==> config.mk <==
export PLATFORM = sky130hd
export DESIGN_NAME = mtpr_regs
export DESIGN_NICKNAME = d
export VERILOG_FILES = /design/src/shared/mtpr_pkg.sv /design/src/rtl/mtpr_regs.sv
export SDC_FILE = /design/constraint.sdc
export NUM_CORES = 1
export LEC_CHECK = 0
export BUFFER_PORTS_ARGS = -buffer_cell sky130_fd_sc_hd__buf_4
export CAP_MARGIN = 25
export CORE_MARGIN = 5
export CORE_UTILIZATION = 45
export DETAILED_ROUTE_END_ITERATION = 12
export PLACE_DENSITY_LB_ADDON = 0.2
export SLEW_MARGIN = 20
export SYNTH_ARGS = -nofsm -noshare
export SYNTH_HDL_FRONTEND = slang
export SYNTH_SLANG_ARGS = --single-unit
==> constraint.sdc <==
create_clock -name i_clk -period 8 [get_ports i_clk]
set_input_delay 1.2 -clock i_clk [delete_from_list [all_inputs] [get_ports i_clk]]
set_output_delay 1.2 -clock i_clk [all_outputs]
set_load 0.01 [all_outputs]
==> src/shared/mtpr_pkg.sv <==
package mtpr_pkg;

    // Register numbers carried in the low six bits of the control byte.
    localparam logic [5:0]  REG_COMMAND        = 6'h07;
    localparam logic [5:0]  REG_TYPE_ID        = 6'h08;
    localparam logic [5:0]  REG_FIRMWARE       = 6'h09;
    localparam logic [5:0]  REG_HW_VERSION     = 6'h10;
    localparam logic [5:0]  REG_SPECIAL        = 6'h1d;
    localparam logic [5:0]  REG_CODE_WORD      = 6'h1f;
    localparam logic [5:0]  REG_FEATURE        = 6'h20;
    localparam logic [5:0]  REG_SCALE_OFFSET   = 6'h21;
    localparam logic [5:0]  REG_SCALE_GAIN     = 6'h22;
    localparam logic [5:0]  REG_SPARE          = 6'h23;
    localparam logic [5:0]  REG_WDOG_TIMEOUT   = 6'h24;
    localparam logic [5:0]  REG_FALLBACK_ON    = 6'h25;
    localparam logic [5:0]  REG_FALLBACK_OFF   = 6'h26;
    localparam logic [5:0]  REG_CTRL_METHOD    = 6'h27;
    localparam logic [5:0]  REG_SHORT_BEHAV    = 6'h28;
    localparam logic [5:0]  REG_LINE_FREQ      = 6'h29;

    // Control and status byte layout.
    localparam int          CB_ACCESS_BIT      = 7;
    localparam int          CB_WRITE_BIT       = 6;

    // Feature register fields.
    localparam int          FEAT_SCALE_BIT     = 0;
    localparam int          FEAT_WDOG_DIS_BIT  = 2;
    localparam logic [15:0] FEATURE_MASK       = 16'h0005;

    // Protection code word and command values.
    localparam logic [15:0] CODE_WORD          = 16'h1235;
    localparam logic [15:0] CMD_RESTORE        = 16'h7000;

    // Reset and delivery values.
    localparam logic [15:0] RST_COMMAND        = 16'h0000;
    localparam logic [15:0] RST_CODE_WORD      = 16'h0000;
    localparam logic [15:0] RST_FEATURE        = 16'h0000;
    localparam logic [15:0] RST_SCALE_OFFSET   = 16'h0000;
    localparam logic [15:0] RST_SCALE_GAIN     = 16'h0100;
    localparam logic [15:0] RST_SPARE          = 16'h0003;
    localparam logic [15:0] RST_WDOG_TIMEOUT   = 16'h000a;
    localparam logic [15:0] RST_FALLBACK_ON    = 16'h3fff;
    localparam logic [15:0] RST_FALLBACK_OFF   = 16'h0000;
    localparam logic [15:0] RST_CTRL_METHOD    = 16'h0000;
    localparam logic [15:0] RST_SHORT_BEHAV    = 16'h0001;
    localparam logic [15:0] RST_LINE_FREQ      = 16'h0000;

    // Control methods and firmware level needed for leading-edge control.
    localparam logic [15:0] METHOD_FULL_WAVE   = 16'h0000;
    localparam logic [15:0] METHOD_MIXED       = 16'h0001;
    localparam logic [15:0] METHOD_LEADING     = 16'h0002;
    localparam logic [7:0]  FW_LEADING_MIN     = 8'h32;
    localparam logic [15:0] SHORT_RESTART      = 16'h0001;

    // Gain is fixed point with eight fraction bits.
    localparam int          GAIN_FRAC_BITS     = 8;

    // Watchdog tick of 10 ms at a 40 MHz clock.
    localparam int          CLK_HZ             = 40000000;
    localparam int          WDOG_TICK_MS       = 10;
    localparam int          WDOG_TICK_CYCLES   = CLK_HZ / 1000 * WDOG_TICK_MS;

    // Power stage state after a short circuit.
    typedef enum logic [0:0] {
        STAGE_RUN     = 1'b0,
        STAGE_TRIPPED = 1'b1
    } mtpr_stage_t;

endpackage

==> src/rtl/mtpr_regs.sv <==
`timescale 1ns/100ps
`default_nettype none

// How it works
// - All registers reached through register handshake only.
// - Commands run only while code word held.
// - Command 0x7000 restores delivery parameter values.
// - Terminal type register is fixed, read-only.
// - Firmware version is two ASCII bytes, read-only.
// - Hardware and special version read as words.
// - User register writes rejected without code word.
// - Restart clears the stored code word.
// - Feature bit 2 set disables the watchdog.
// - Feature bit 0 set enables user scaling.
// - Scaling adds the offset register value.
// - Gain factor has 256 meaning one.
// - Watchdog timeout counts in 10 ms units.
// - Bus error, nonzero value: output on-fallback.
// - Bus error, zero value: output off-fallback.
// - Control method 0, 1, or 2 if firmware allows.
// - Short circuit: stay off or restart per register.
// - Line frequency register selects 50 or 60 Hz.
// - Output word ignored on read, carries write data.
// - Read answer echoes control byte, returns value.
// - Write answer clears bit 6, word invalid.
// - Other code word value re-arms write protection.
// - Status bit 7 acknowledges, bits 5..0 register number.
module mtpr_regs #(
    parameter int          TICK_CYCLES  = mtpr_pkg::WDOG_TICK_CYCLES,
    parameter logic [15:0] TYPE_ID      = 16'h0123, // Arbitrary value.
    parameter logic [15:0] FW_VERSION   = 16'h3242, // Arbitrary value.
    parameter logic [15:0] SPECIAL_ID   = 16'h0000, // Arbitrary value.
    parameter logic [15:0] HW_VER_RESET = 16'h0000
) (
    input  wire logic        i_clk,
    input  wire logic        i_srst,
    input  wire logic        i_cycle_strobe,
    input  wire logic [7:0]  i_host_control_byte,
    input  wire logic [15:0] i_host_output_word,
    input  wire logic [15:0] i_process_value,
    input  wire logic        i_short_circuit,
    output logic      [7:0]  o_device_status_byte,
    output logic      [15:0] o_device_input_word,
    output logic      [15:0] o_control_value,
    output logic             o_fieldbus_error,
    output logic             o_watchdog_disable,
    output logic             o_user_scaling_on,
    output logic      [1:0]  o_control_method,
    output logic             o_line_frequency_60hz,
    output logic             o_stage_enable
);

    logic [15:0]           command_trigger;
    logic [15:0]           hardware_version;
    logic [15:0]           protection_code_word;
    logic [15:0]           feature_config;
    logic [15:0]           scaling_offset;
    logic [15:0]           scaling_gain;
    logic [15:0]           spare_param;
    logic [15:0]           watchdog_timeout;
    logic [15:0]           fallback_value_on;
    logic [15:0]           fallback_value_off;
    logic [15:0]           control_method;
    logic [15:0]           short_circuit_behaviour;
    logic [15:0]           line_frequency_select;
    logic                  reg_access;
    logic                  reg_write;
    logic                  reg_read;
    logic                  unlocked;
    logic [5:0]            reg_num;
    logic                  restore;
    logic [31:0]           div_cnt;
    logic                  tick;
    logic [15:0]           elapsed;
    logic [31:0]           product;
    logic [15:0]           next_control_value;
    mtpr_pkg::mtpr_stage_t stage;

    // Decode of one register exchange per fieldbus cycle.
    assign reg_access = i_cycle_strobe
                        & i_host_control_byte[mtpr_pkg::CB_ACCESS_BIT];
    assign reg_write  = reg_access
                        & i_host_control_byte[mtpr_pkg::CB_WRITE_BIT];
    assign reg_read   = reg_access
                        & ~i_host_control_byte[mtpr_pkg::CB_WRITE_BIT];
    assign reg_num    = i_host_control_byte[5:0];
    assign unlocked   = (protection_code_word == mtpr_pkg::CODE_WORD);
    assign restore    = reg_write & unlocked
                        & (reg_num == mtpr_pkg::REG_COMMAND)
                        & (i_host_output_word == mtpr_pkg::CMD_RESTORE);

    // Read multiplexer; unmapped numbers read as zero.
    function automatic logic [15:0] read_value(input logic [5:0] num);
        case (num)
            mtpr_pkg::REG_COMMAND:      read_value = command_trigger;
            mtpr_pkg::REG_TYPE_ID:      read_value = TYPE_ID;
            mtpr_pkg::REG_FIRMWARE:     read_value = FW_VERSION;
            mtpr_pkg::REG_HW_VERSION:   read_value = hardware_version;
            mtpr_pkg::REG_SPECIAL:      read_value = SPECIAL_ID;
            mtpr_pkg::REG_CODE_WORD:    read_value = protection_code_word;
            mtpr_pkg::REG_FEATURE:      read_value = feature_config;
            mtpr_pkg::REG_SCALE_OFFSET: read_value = scaling_offset;
            mtpr_pkg::REG_SCALE_GAIN:   read_value = scaling_gain;
            mtpr_pkg::REG_SPARE:        read_value = spare_param;
            mtpr_pkg::REG_WDOG_TIMEOUT: read_value = watchdog_timeout;
            mtpr_pkg::REG_FALLBACK_ON:  read_value = fallback_value_on;
            mtpr_pkg::REG_FALLBACK_OFF: read_value = fallback_value_off;
            mtpr_pkg::REG_CTRL_METHOD:  read_value = control_method;
            mtpr_pkg::REG_SHORT_BEHAV:  read_value = short_circuit_behaviour;
            mtpr_pkg::REG_LINE_FREQ:    read_value = line_frequency_select;
            default:                    read_value = 16'h0000;
        endcase
    endfunction

    // Answer to each exchange: status byte and input word.
    always_ff @(posedge i_clk) begin
        if (i_srst) begin
            o_device_status_byte <= 8'h00;
            o_device_input_word  <= 16'h0000;
        end else if (reg_write) begin
            o_device_status_byte <= {1'b1, 1'b0, reg_num};
        end else if (reg_read) begin
            o_device_status_byte <= i_host_control_byte;
            o_device_input_word  <= read_value(reg_num);
        end else if (i_cycle_strobe) begin
            o_device_status_byte <= 8'h00;
        end
    end

    // The code word is writable at all times and cleared by restart.
    always_ff @(posedge i_clk) begin
        if (i_srst) begin
            protection_code_word <= mtpr_pkg::RST_CODE_WORD;
        end else if (reg_write && reg_num == mtpr_pkg::REG_CODE_WORD) begin
            protection_code_word <= i_host_output_word;
        end
    end

    // Hardware version is a user register without a delivery value.
    always_ff @(posedge i_clk) begin
        if (i_srst) begin
            hardware_version <= HW_VER_RESET;
        end else if (reg_write && unlocked
                     && reg_num == mtpr_pkg::REG_HW_VERSION) begin
            hardware_version <= i_host_output_word;
        end
    end

    // Parameter registers: protected writes and delivery restore.
    always_ff @(posedge i_clk) begin
        if (i_srst || restore) begin
            scaling_offset          <= mtpr_pkg::RST_SCALE_OFFSET;
            scaling_gain            <= mtpr_pkg::RST_SCALE_GAIN;
            spare_param             <= mtpr_pkg::RST_SPARE;
            watchdog_timeout        <= mtpr_pkg::RST_WDOG_TIMEOUT;
            fallback_value_on       <= mtpr_pkg::RST_FALLBACK_ON;
            fallback_value_off      <= mtpr_pkg::RST_FALLBACK_OFF;
            control_method          <= mtpr_pkg::RST_CTRL_METHOD;
            short_circuit_behaviour <= mtpr_pkg::RST_SHORT_BEHAV;
            line_frequency_select   <= mtpr_pkg::RST_LINE_FREQ;
        end else if (reg_write && unlocked) begin
            case (reg_num)
                mtpr_pkg::REG_SCALE_OFFSET: begin
                    scaling_offset <= i_host_output_word;
                end
                mtpr_pkg::REG_SCALE_GAIN: begin
                    scaling_gain <= i_host_output_word;
                end
                mtpr_pkg::REG_SPARE: begin
                    spare_param <= i_host_output_word;
                end
                mtpr_pkg::REG_WDOG_TIMEOUT: begin
                    watchdog_timeout <= i_host_output_word;
                end
                mtpr_pkg::REG_FALLBACK_ON: begin
                    fallback_value_on <= i_host_output_word;
                end
                mtpr_pkg::REG_FALLBACK_OFF: begin
                    fallback_value_off <= i_host_output_word;
                end
                mtpr_pkg::REG_CTRL_METHOD: begin
                    // Leading edge needs a recent enough firmware.
                    if (i_host_output_word == mtpr_pkg::METHOD_FULL_WAVE
                        || i_host_output_word == mtpr_pkg::METHOD_MIXED
                        || (i_host_output_word == mtpr_pkg::METHOD_LEADING
                            && FW_VERSION[15:8]
                               >= mtpr_pkg::FW_LEADING_MIN)) begin
                        control_method <= i_host_output_word;
                    end
                end
                mtpr_pkg::REG_SHORT_BEHAV: begin
                    if (i_host_output_word[15:1] == 15'h0000) begin
                        short_circuit_behaviour <= i_host_output_word;
                    end
                end
                mtpr_pkg::REG_LINE_FREQ: begin
                    if (i_host_output_word[15:1] == 15'h0000) begin
                        line_frequency_select <= i_host_output_word;
                    end
                end
                default: begin
                end
            endcase
        end
    end

    // Command and feature registers; reserved feature bits stay zero.
    always_ff @(posedge i_clk) begin
        if (i_srst) begin
            command_trigger <= mtpr_pkg::RST_COMMAND;
            feature_config  <= mtpr_pkg::RST_FEATURE;
        end else if (reg_write && unlocked) begin
            if (reg_num == mtpr_pkg::REG_COMMAND) begin
                command_trigger <= i_host_output_word;
            end
            if (reg_num == mtpr_pkg::REG_FEATURE) begin
                feature_config <= i_host_output_word
                                  & mtpr_pkg::FEATURE_MASK;
            end
        end
    end

    // Tick divider restarted by every bus update.
    assign tick = (div_cnt == 32'(TICK_CYCLES - 1));

    always_ff @(posedge i_clk) begin
        if (i_srst || i_cycle_strobe || tick) begin
            div_cnt <= 32'h0000_0000;
        end else begin
            div_cnt <= div_cnt + 32'h0000_0001;
        end
    end

    // Ticks elapsed since the last bus update, saturating.
    always_ff @(posedge i_clk) begin
        if (i_srst || i_cycle_strobe) begin
            elapsed <= 16'h0000;
        end else if (tick && elapsed != 16'hffff) begin
            elapsed <= elapsed + 16'h0001;
        end
    end

    // Bus error once the timeout is reached, unless disabled.
    always_ff @(posedge i_clk) begin
        if (i_srst) begin
            o_fieldbus_error <= 1'b0;
        end else begin
            o_fieldbus_error <= ~feature_config[mtpr_pkg::FEAT_WDOG_DIS_BIT]
                                & (watchdog_timeout != 16'h0000)
                                & (elapsed >= watchdog_timeout);
        end
    end

    // Control value: fallback, scaled, or passed straight through.
    assign product = 32'(i_process_value) * 32'(scaling_gain);

    always_comb begin
        if (o_fieldbus_error) begin
            if (i_process_value != 16'h0000) begin
                next_control_value = fallback_value_on;
            end else begin
                next_control_value = fallback_value_off;
            end
        end else if (feature_config[mtpr_pkg::FEAT_SCALE_BIT]) begin
            next_control_value = product[mtpr_pkg::GAIN_FRAC_BITS +: 16]
                                 + scaling_offset;
        end else begin
            next_control_value = i_process_value;
        end
    end

    always_ff @(posedge i_clk) begin
        if (i_srst) begin
            o_control_value <= 16'h0000;
        end else begin
            o_control_value <= next_control_value;
        end
    end

    // Power stage trips on a short and may restart when it clears.
    always_ff @(posedge i_clk) begin
        if (i_srst) begin
            stage <= mtpr_pkg::STAGE_RUN;
        end else begin
            case (stage)
                mtpr_pkg::STAGE_RUN: begin
                    if (i_short_circuit) begin
                        stage <= mtpr_pkg::STAGE_TRIPPED;
                    end
                end
                mtpr_pkg::STAGE_TRIPPED: begin
                    if (!i_short_circuit && short_circuit_behaviour
                        == mtpr_pkg::SHORT_RESTART) begin
                        stage <= mtpr_pkg::STAGE_RUN;
                    end
                end
                default: begin
                    stage <= mtpr_pkg::STAGE_TRIPPED;
                end
            endcase
        end
    end

    // Configuration levels for the power stage.
    assign o_stage_enable        = (stage == mtpr_pkg::STAGE_RUN);
    assign o_watchdog_disable    = feature_config[mtpr_pkg::FEAT_WDOG_DIS_BIT];
    assign o_user_scaling_on     = feature_config[mtpr_pkg::FEAT_SCALE_BIT];
    assign o_control_method      = control_method[1:0];
    assign o_line_frequency_60hz = line_frequency_select[0];

    // Read answers echo the control byte and return the register.
    property p_read_echo;
        @(posedge i_clk) disable iff (i_srst)
        reg_read |=> o_device_status_byte == $past(i_host_control_byte)
                     && o_device_input_word == $past(read_value(reg_num));
    endproperty
    a_read_echo: assert property (p_read_echo)
        else $error("Read answer does not echo control byte.");

    // Write answers acknowledge with bit 6 cleared.
    property p_write_ack;
        @(posedge i_clk) disable iff (i_srst)
        reg_write |=> o_device_status_byte
                      == ($past(i_host_control_byte) & 8'hbf);
    endproperty
    a_write_ack: assert property (p_write_ack)
        else $error("Write answer status byte is wrong.");

    // Locked writes leave the feature register alone.
    property p_locked_reject;
        @(posedge i_clk) disable iff (i_srst)
        reg_write && !unlocked && reg_num == mtpr_pkg::REG_FEATURE
        |=> $stable(feature_config);
    endproperty
    a_locked_reject: assert property (p_locked_reject)
        else $error("Feature register changed while locked.");

    // Restore command lands the gain, timeout, on-fallback, spare and short-circuit delivery values.
    property p_restore;
        @(posedge i_clk) disable iff (i_srst)
        restore |=> scaling_gain == mtpr_pkg::RST_SCALE_GAIN
                    && watchdog_timeout == mtpr_pkg::RST_WDOG_TIMEOUT
                    && fallback_value_on == mtpr_pkg::RST_FALLBACK_ON
                    && spare_param == mtpr_pkg::RST_SPARE
                    && short_circuit_behaviour == mtpr_pkg::RST_SHORT_BEHAV;
    endproperty
    a_restore: assert property (p_restore)
        else $error("Restore command did not restore defaults.");

    // Restore command is ignored while locked.
    property p_cmd_locked;
        @(posedge i_clk) disable iff (i_srst)
        reg_write && !unlocked && reg_num == mtpr_pkg::REG_COMMAND
        |=> $stable(scaling_gain) && $stable(watchdog_timeout);
    endproperty
    a_cmd_locked: assert property (p_cmd_locked)
        else $error("Command executed without code word.");

    // Protection is armed right after reset.
    property p_code_cleared;
        @(posedge i_clk) disable iff (i_srst)
        $fell(i_srst) |-> !unlocked;
    endproperty
    a_code_cleared: assert property (p_code_cleared)
        else $error("Code word survived a restart.");

    // Any other code value re-arms protection.
    property p_rearm;
        @(posedge i_clk) disable iff (i_srst)
        reg_write && reg_num == mtpr_pkg::REG_CODE_WORD
        && i_host_output_word != mtpr_pkg::CODE_WORD |=> !unlocked;
    endproperty
    a_rearm: assert property (p_rearm)
        else $error("Protection not re-armed by other code value.");

    // Fallback on a nonzero value.
    property p_fallback_on;
        @(posedge i_clk) disable iff (i_srst)
        o_fieldbus_error && i_process_value != 16'h0000
        |=> o_control_value == $past(fallback_value_on);
    endproperty
    a_fallback_on: assert property (p_fallback_on)
        else $error("On-fallback value not output.");

    // Fallback on a zero value.
    property p_fallback_off;
        @(posedge i_clk) disable iff (i_srst)
        o_fieldbus_error && i_process_value == 16'h0000
        |=> o_control_value == $past(fallback_value_off);
    endproperty
    a_fallback_off: assert property (p_fallback_off)
        else $error("Off-fallback value not output.");

    // A disabled watchdog never reports an error.
    property p_wdog_disable;
        @(posedge i_clk) disable iff (i_srst)
        feature_config[mtpr_pkg::FEAT_WDOG_DIS_BIT] |=> !o_fieldbus_error;
    endproperty
    a_wdog_disable: assert property (p_wdog_disable)
        else $error("Bus error raised with watchdog disabled.");

    // Reserved feature bits always read zero.
    property p_feat_reserved;
        @(posedge i_clk) disable iff (i_srst)
        (feature_config & ~mtpr_pkg::FEATURE_MASK) == 16'h0000;
    endproperty
    a_feat_reserved: assert property (p_feat_reserved)
        else $error("Reserved feature bits set.");

endmodule

`default_nettype wire

==> metrics.md, run 1 <==
| Metric | Value |
|---|---|
| Run status | `completed` |
| GP Congestion | `0.929` |
| Synthesized area | `0.0196 mm^2` |
| Synth Area in XOR/XNOR | `3.71%` |
| Ranking of synthesized cells by area | `dfxtp_1 29%, fa_1 17%, nand2_1 8.9%, ha_1 6.4%, inv_1 4.4%` |
| Total grt overflow | `0` |
| Clk slew on worst S/H paths | `about 0.070 ns` |
| Crit Path Category | `in -> reg` |
| # nets final | `2,747` |
| Yosys top cell by area | `dfxtp_1` |
| CTS root buf | `clkbuf_16` |
| First-pass GRT wire length | `98,600 um` |
| CTS tree | `built` |
| Share of layout cells above drive strength 1 | `13.1%` |
| Hold WS | `0.452 ns` |
| Seq/Total Area, Yosys | `29.0%` |
| Commonest non-fill, non-tap cell in the layout | `nand2_1` |
| # fillers | `4,092` |
| TritonRoute pass-1 iters | `5` |
| Die W | `between 200 and 250 um` |
| DRT Wirelength | `around 63,000 um` |
| Initial DRC count | `1,480` |
| Flops & latches, synth | `284` |
| Power Dens Cells | `137 mW/mm^2` |
| Design Area, Final | `0.0225 mm^2` |
| Setup TNS | `0 ns` |
| Fraction of registers with async set or reset after synthesis | `0%` |
| Placed insts | `2,989` |
| Die Area | `0.0478 mm^2` |
| Worst slew margin | `31.5%` |
| Worst Hold Class | `reg -> reg` |
| Die span in y | `between 200 and 250 um` |
| Post-Layout Cell Count | `3,042` |
| Max_cap viols | `0` |
| Initial antenna violation count | `0` |
| # IOs | `91` |
| Main combinational cell family by area after synthesis | `adder cells` |
| Synthesis-to-finish area growth | `14.5%` |
| Clock Sinks | `284` |
| Crit. End Element | `flip-flop` |
| # port buffers | `90` |
| GRT Util Overall | `26.3%` |
| Yosys top cell area share | `29.0%` |
| Post-route DRC violation count | `0` |
| Syn Inst Count | `2,332` |
| Mux contribution to synthesized area | `1.19%` |
| Area fraction in and, or, nand and nor cells after synthesis | `22.5%` |
| Power Total | `between 3 and 4 mW` |
| ANT nets after route | `0` |
| Clock Skews | `0.0370 ns` |
| Hold_buf cts | `0` |
| Largest net degree at the start of global routing | `58` |
| Least-Margin Pin Slew | `1.01 ns` |
| Worst skew pair latency | `0.58 ns` |
| VDD IR-drop max | `0.174 mV` |
| Antenna diodes | `0` |
| Vias in the first global route | `17,300` |
| Compound-Gate Fraction of Synth Area | `12.4%` |
| Final Worst Setup Slack | `0.323 ns` |
| Row cnt | `76` |
| Synth warn | `0` |
| Mapped Avg Cell Area | `8.41 um^2` |
| CP arrival | `8.16 ns` |
| Setup violators final | `0` |
| Placement Setup Slack | `-0.246 ns` |
| Synth Area in Adders | `23.5%` |
| DPL Wire Length | `46,600 um` |
| Max clock buf depth | `3` |
| Critical path fanouts, max | `12` |
| Commonest non-fill, non-tap cells in the layout | `466 x nand2_1, 280 x dfxtp_1, 231 x inv_1` |
| Cell Area, Placed | `0.0214 mm^2` |
| Final Hold Viols | `0` |
| Final Core Density | `52.1%` |
| Leak Pwr | `approximately 9.5 nW` |
| Fin. max-slew vios | `0` |
| Startpoint class of the critical path | `input port` |
| EDFF count, synth | `0` |
| H-tree levels | `1` |
| Drt via density | `5.59` |
| Core Area | `roughly 0.043 mm^2` |
| Starting Density | `45.5%` |
| Main synth FF type | `dfxtp_1` |
| Routed len/inst | `20.8 um` |
| Mapped Nets | `2,644` |
| FMAX | `130 MHz` |
| Total CTS buffers | `28` |
| Min Tclk post-route | `about 7.7 ns` |
| Vias post-DR | `17,000` |
| Final period utilization | `between 90% and 100%` |
| Worst EP required | `8.48 ns` |
| Distinct cells, synth | `71` |
[cell type report]
cell class | instances | area, um^2 | share of cell area [%]
well taps | 585 | 732 | 3.26
inverters | 232 | 871 | 3.88
flip-flops and latches | 284 | 5690 | 25.3
clock buffers | 36 | 791 | 3.52
repair buffers | 218 | 1650 | 7.33
multi-input cells | 1671 | 12600 | 55.9
clock inverters | 16 | 171 | 0.763
[where the power goes]
group | switching (mW) | internal [mW]
Combinational | 0.161 | 0.0914
Sequential | 0.00805 | 1.42
Clock | 0.588 | 0.795
Total | 0.757 | 2.31
[logic make-up (layout without fill, tap and decap cells)]
| kind of cell | after synthesis | in the layout |
|---|---|---|
| buf+inv | 377 | 502 |
| simple gates | 927 | 927 |
| mux | 23 | 23 |
| fa+ha+maj | 268 | 268 |
| flops | 284 | 284 |
| xor+xnor | 83 | 83 |
| compound gates | 370 | 370 |
[critical path, stage by stage]
cell     delay (ns)
buf_4          0.17
and2_1         0.19
fa_1           0.53
inv_1          0.07
fa_1           0.53
inv_1          0.05
fa_1           0.49
fa_1           0.43
fa_1           0.51
inv_1          0.06
fa_1           0.53
inv_1          0.05
ha_1           0.30
a211o_1        0.30
a211o_1        0.30
o22ai_1        0.23
nor2_1         0.09
xnor2_1        0.15
ha_1           0.33
nand2_1        0.06
or4_4          0.42
a31o_2         0.24
buf_4          0.14
o21ai_2        0.14
xnor2_1        0.14
xnor2_1        0.14
mux2i_1        0.11
o31ai_1        0.23
[Yosys cell counts, types with 37 or more instances]
cell type / instances
a21oi_1: 166
a22oi_1: 37
and2_1: 138
clkbuf_1: 109
dfxtp_1: 284
fa_1: 168
ha_1: 100
inv_1: 231
nand2_1: 466
nand3_1: 53
nor2_1: 111
xnor2_1: 43
xor2_1: 40
[state kept, by name, indices dropped and copies added, names as in the netlist]
| name | flops |
|---|---|
| div_cnt | 32 |
| stage | 1 |
| control_method | 16 |
| o_control_value | 16 |
| protection_code_word | 16 |
| feature_config | 2 |
| spare_param | 16 |
| fallback_value_off | 16 |
| scaling_offset | 16 |
| fallback_value_on | 16 |
| elapsed | 16 |
| o_device_status_byte | 8 |
| line_frequency_select | 16 |
| o_device_input_word | 16 |
| command_trigger | 16 |
| o_fieldbus_error | 1 |
| short_circuit_behaviour | 16 |
| watchdog_timeout | 16 |
| hardware_version | 16 |
| scaling_gain | 16 |
[worst paths after layout]
path                       startpoint             endpoint  slack [ns]  depth (start not counted)
setup reg to reg      scaling_gain[2]  o_control_value[15]        0.35                         26
setup / recovery   i_process_value[5]  o_control_value[15]        0.32                         28
hold / removal    hardware_version[9]  hardware_version[9]        0.45                          2
hold reg to reg   hardware_version[9]  hardware_version[9]        0.45                          2
[layer usage]
layer / track usage [%] / vias to the layer above / share of wire [%]
met5: 0 / - / 0
met4: 11.8 / 0 / 4.8
met3: 4.61 / 153 / 7.8
met2: 42.7 / 718 / 46
met1: 34.4 / 8269 / 42
li1: - / 7862 / -
[timing repair]
action                     CTS  global route
setup endpoints to repair    0             3
resized for setup            0            22
buffers inserted             0             0
(Power assumes the default switching activity.)
==> run 2: changes to the inputs <==
--- a/config.mk
+++ b/config.mk
@@ -11,6 +11,7 @@
 export CORE_UTILIZATION = 45
 export DETAILED_ROUTE_END_ITERATION = 12
 export PLACE_DENSITY_LB_ADDON = 0.2
+export REMOVE_ABC_BUFFERS = 1
 export SLEW_MARGIN = 20
 export SYNTH_ARGS = -nofsm -noshare
 export SYNTH_HDL_FRONTEND = slang
==> run 2 against run 1 <==
Net effect: first-iteration DRC count up 3.9%; critical endpoint unchanged; final cell count down 0.23%; critical path depth up 1; setup slack better by 0.065 ns; non-clock buffer count down 6; combinational power down 3%; power down 0.55%; clock skew down 0.027 ns.
==> metrics.md, run 2 (synthesis gave the netlist of run 1 again) <==
| Metric | Value |
|---|---|
| Run status | `completed (unchanged)` |
| Largest net degree at the start of global routing | `75 (was 58)` |
| Synthesis-to-finish area growth | `13.9% (was 14.5%)` |
| Placed insts | `2,982 (was 2,989)` |
| DRT Wirelength | `62,800 um (was 63,200 um)` |
| Hold_buf cts | `0 (unchanged)` |
| Setup violators final | `0 (unchanged)` |
| Worst Hold Class | `reg -> reg (unchanged)` |
| Setup TNS | `0 ns (unchanged)` |
| DPL Wire Length | `46,100 um (was 46,600 um)` |
| Vias post-DR | `17,000 (about the same)` |
| Total CTS buffers | `28 (unchanged)` |
| Part of the power in combinational logic | `8.0% (was 8.2%)` |
| Final Hold Viols | `0 (unchanged)` |
| Startpoint class of the critical path | `input port (unchanged)` |
| Worst EP required | `8.47 ns (was 8.48 ns)` |
| Met3 Usage GRT | `2.99% (was 4.61%)` |
| R2R Setup Slk | `0.47 ns (was 0.35 ns)` |
| Row cnt | `76 (unchanged)` |
| Post-Layout Cell Count | `3,035 (was 3,042)` |
| GP Congestion | `0.909 (was 0.929)` |
| Crit Path Category | `in -> reg (unchanged)` |
| Vias in the first global route | `17,400 (was 17,300)` |
| Power Dens Cells | `137 mW/mm^2 (about the same)` |
| Die span in y | `219 um (unchanged)` |
| CTS root buf | `clkbuf_16 (unchanged)` |
| Family with the most delay on the worst path | `adder cells (unchanged)` |
| Total grt overflow | `0 (unchanged)` |
| Largest register by flop count | `div_cnt (unchanged)` |
| Placement Setup Slack | `-0.356 ns (was -0.246 ns)` |
| GRT Util Overall | `26.3% (about the same)` |
| Min Tclk post-route | `7.61 ns (was 7.68 ns)` |
| Final Worst Setup Slack | `0.388 ns (was 0.323 ns)` |
| Critical path fanouts, max | `5 (was 12)` |
| Die Area | `0.0478 mm^2 (unchanged)` |
| Worst slew margin | `28.1% (was 31.5%)` |
| # nets final | `2,741 (was 2,747)` |
| FMAX | `131 MHz (was 130 MHz)` |
| Clock Sinks | `284 (unchanged)` |
| Leak Pwr | `9.47 nW (was 9.54 nW)` |
| NetSw | `737 uW (was 757 uW)` |
| Core Area | `0.0431 mm^2 (unchanged)` |
| Share of layout cells above drive strength 1 | `11.9% (was 13.1%)` |
| Commonest non-fill, non-tap cell in the layout | `nand2_1 (unchanged)` |
| TritonRoute pass-1 iters | `6 (was 5)` |
| Die W | `219 um (unchanged)` |
| # port buffers | `90 (unchanged)` |
| Post-route DRC violation count | `0 (unchanged)` |
| # IOs | `91 (unchanged)` |
| Max_cap viols | `0 (unchanged)` |
| Net Sw Frac | `24.2% (was 24.7%)` |
| Least-Margin Pin Slew | `1.07 ns (was 1.01 ns)` |
| Clock share of power | `45.1% (about the same)` |
| RSZ-0062 raised after global routing | `false` |
| Commonest non-fill, non-tap cells in the layout | `466 x nand2_1, 283 x dfxtp_1, 231 x inv_1 (was 466 x nand2_1, 280 x dfxtp_1, 231 x inv_1)` |
| Reg power frac | `46.9% (was 46.7%)` |
| ANT nets after route | `0 (unchanged)` |
| Clock Skews | `0.0103 ns (was 0.0370 ns)` |
| Met2 usage | `44.4% (was 42.7%)` |
| Worst skew pair latency | `0.55 ns (was 0.58 ns)` |
| Clk slew on worst S/H paths | `0.07 ns (about the same)` |
| Internal power | `2.31 mW (about the same)` |
| Max clock buf depth | `3 (unchanged)` |
| First-pass GRT wire length | `99,100 um (was 98,600 um)` |
| Final period utilization | `95.1% (was 96.0%)` |
| Initial DRC count | `1,538 (was 1,480)` |
| # fillers | `4,142 (was 4,092)` |
| Critical Path Most Common Cell | `fa_1 (unchanged)` |
| VDD IR-drop max | `0.187 mV (was 0.174 mV)` |
| CP arrival | `8.08 ns (was 8.16 ns)` |
| Slowest CP cell | `fa_1 (unchanged)` |
| Starting Density | `45.5% (unchanged)` |
| GRT met1 Usage | `35.2% (was 34.4%)` |
| CTS tree | `built (unchanged)` |
| Fin. max-slew vios | `0 (unchanged)` |
| Routed len/inst | `20.7 um (was 20.8 um)` |
| CP max stage delay | `0.59 ns (was 0.53 ns)` |
| H-tree levels | `1 (unchanged)` |
| Antenna diodes | `0 (unchanged)` |
| Busiest grt layer | `met2 (unchanged)` |
| Crit. End Element | `flip-flop (unchanged)` |
| WP buf/inv | `5 (was 6)` |
| Drt via density | `5.60 (was 5.59)` |
| Initial antenna violation count | `0 (unchanged)` |
| Max FFs per register | `32 (unchanged)` |
[run 2: worst register-to-register path, delay by kind of cell (launching register included)]
kind / cells / cell delay (ns)
DFF: 1 / 0.67
adders and majority gates: 8 / 3.42
buffers and inverters: 6 / 0.80
and+or+nand+nor: 3 / 0.21
xor gates and xnor gates: 2 / 0.34
AOI/OAI and AO/OA: 9 / 1.99
[run 2: cell type report]
cell class | count | area [um^2] | share of cell area, %
clock inverters | 9 | 100 | 0.448
well taps | 585 | 732 | 3.28
clock buffers | 42 | 855 | 3.83
inverters | 232 | 871 | 3.90
multi-input cells | 1671 | 12500 | 55.8
repair buffers | 212 | 1620 | 7.24
flip-flops and latches | 284 | 5690 | 25.5
[run 2: power groups by stage]
stage	Clock, mW	Sequential, mW	Combinational (mW)
detailed placement	0	1.46	0.239
finish	1.37	1.43	0.244
global route	1.45	1.43	0.262
CTS	1.39	1.43	0.241
floorplan	0	1.46	0.0850
global placement	0	1.46	0.236
[run 2: what timing repair did]
action / in CTS / in global routing
resized for setup: 0 / 4
setup endpoints to repair: 0 / 4
buffers inserted: 0 / 0
[run 2: final timing paths]
| check | startpoint | endpoint | cells past startpoint |
|---|---|---|---|
| worst max-delay path | i_process_value[10] | o_control_value[15] | 29 |
| worst min-delay path | fallback_value_off[0] | fallback_value_off[0] | 2 |
| worst max register to register | scaling_gain[3] | o_control_value[14] | 28 |
| worst min register to register | fallback_value_off[0] | fallback_value_off[0] | 2 |
[run 2: through the flow]
step	cell area, um^2	power, mW	hold slack [ns]	util [%]
2_1_floorplan	19000	1.55	0.425	-
3_3_place_gp	21300	1.70	0.437	49.5
3_5_place_dp	21300	1.70	0.445	49.5
4_1_cts	22300	3.06	0.453	51.7
5_1_grt	22300	3.14	0.471	51.8
6_report	22300	3.05	0.453	51.8
[run 2: per-layer routing]
layer / up-vias / wire (um)
li1: 7846 / -
met1: 8307 / 26200
met2: 714 / 29500
met3: 138 / 4780
met4: 0 / 2340
met5: - / 0
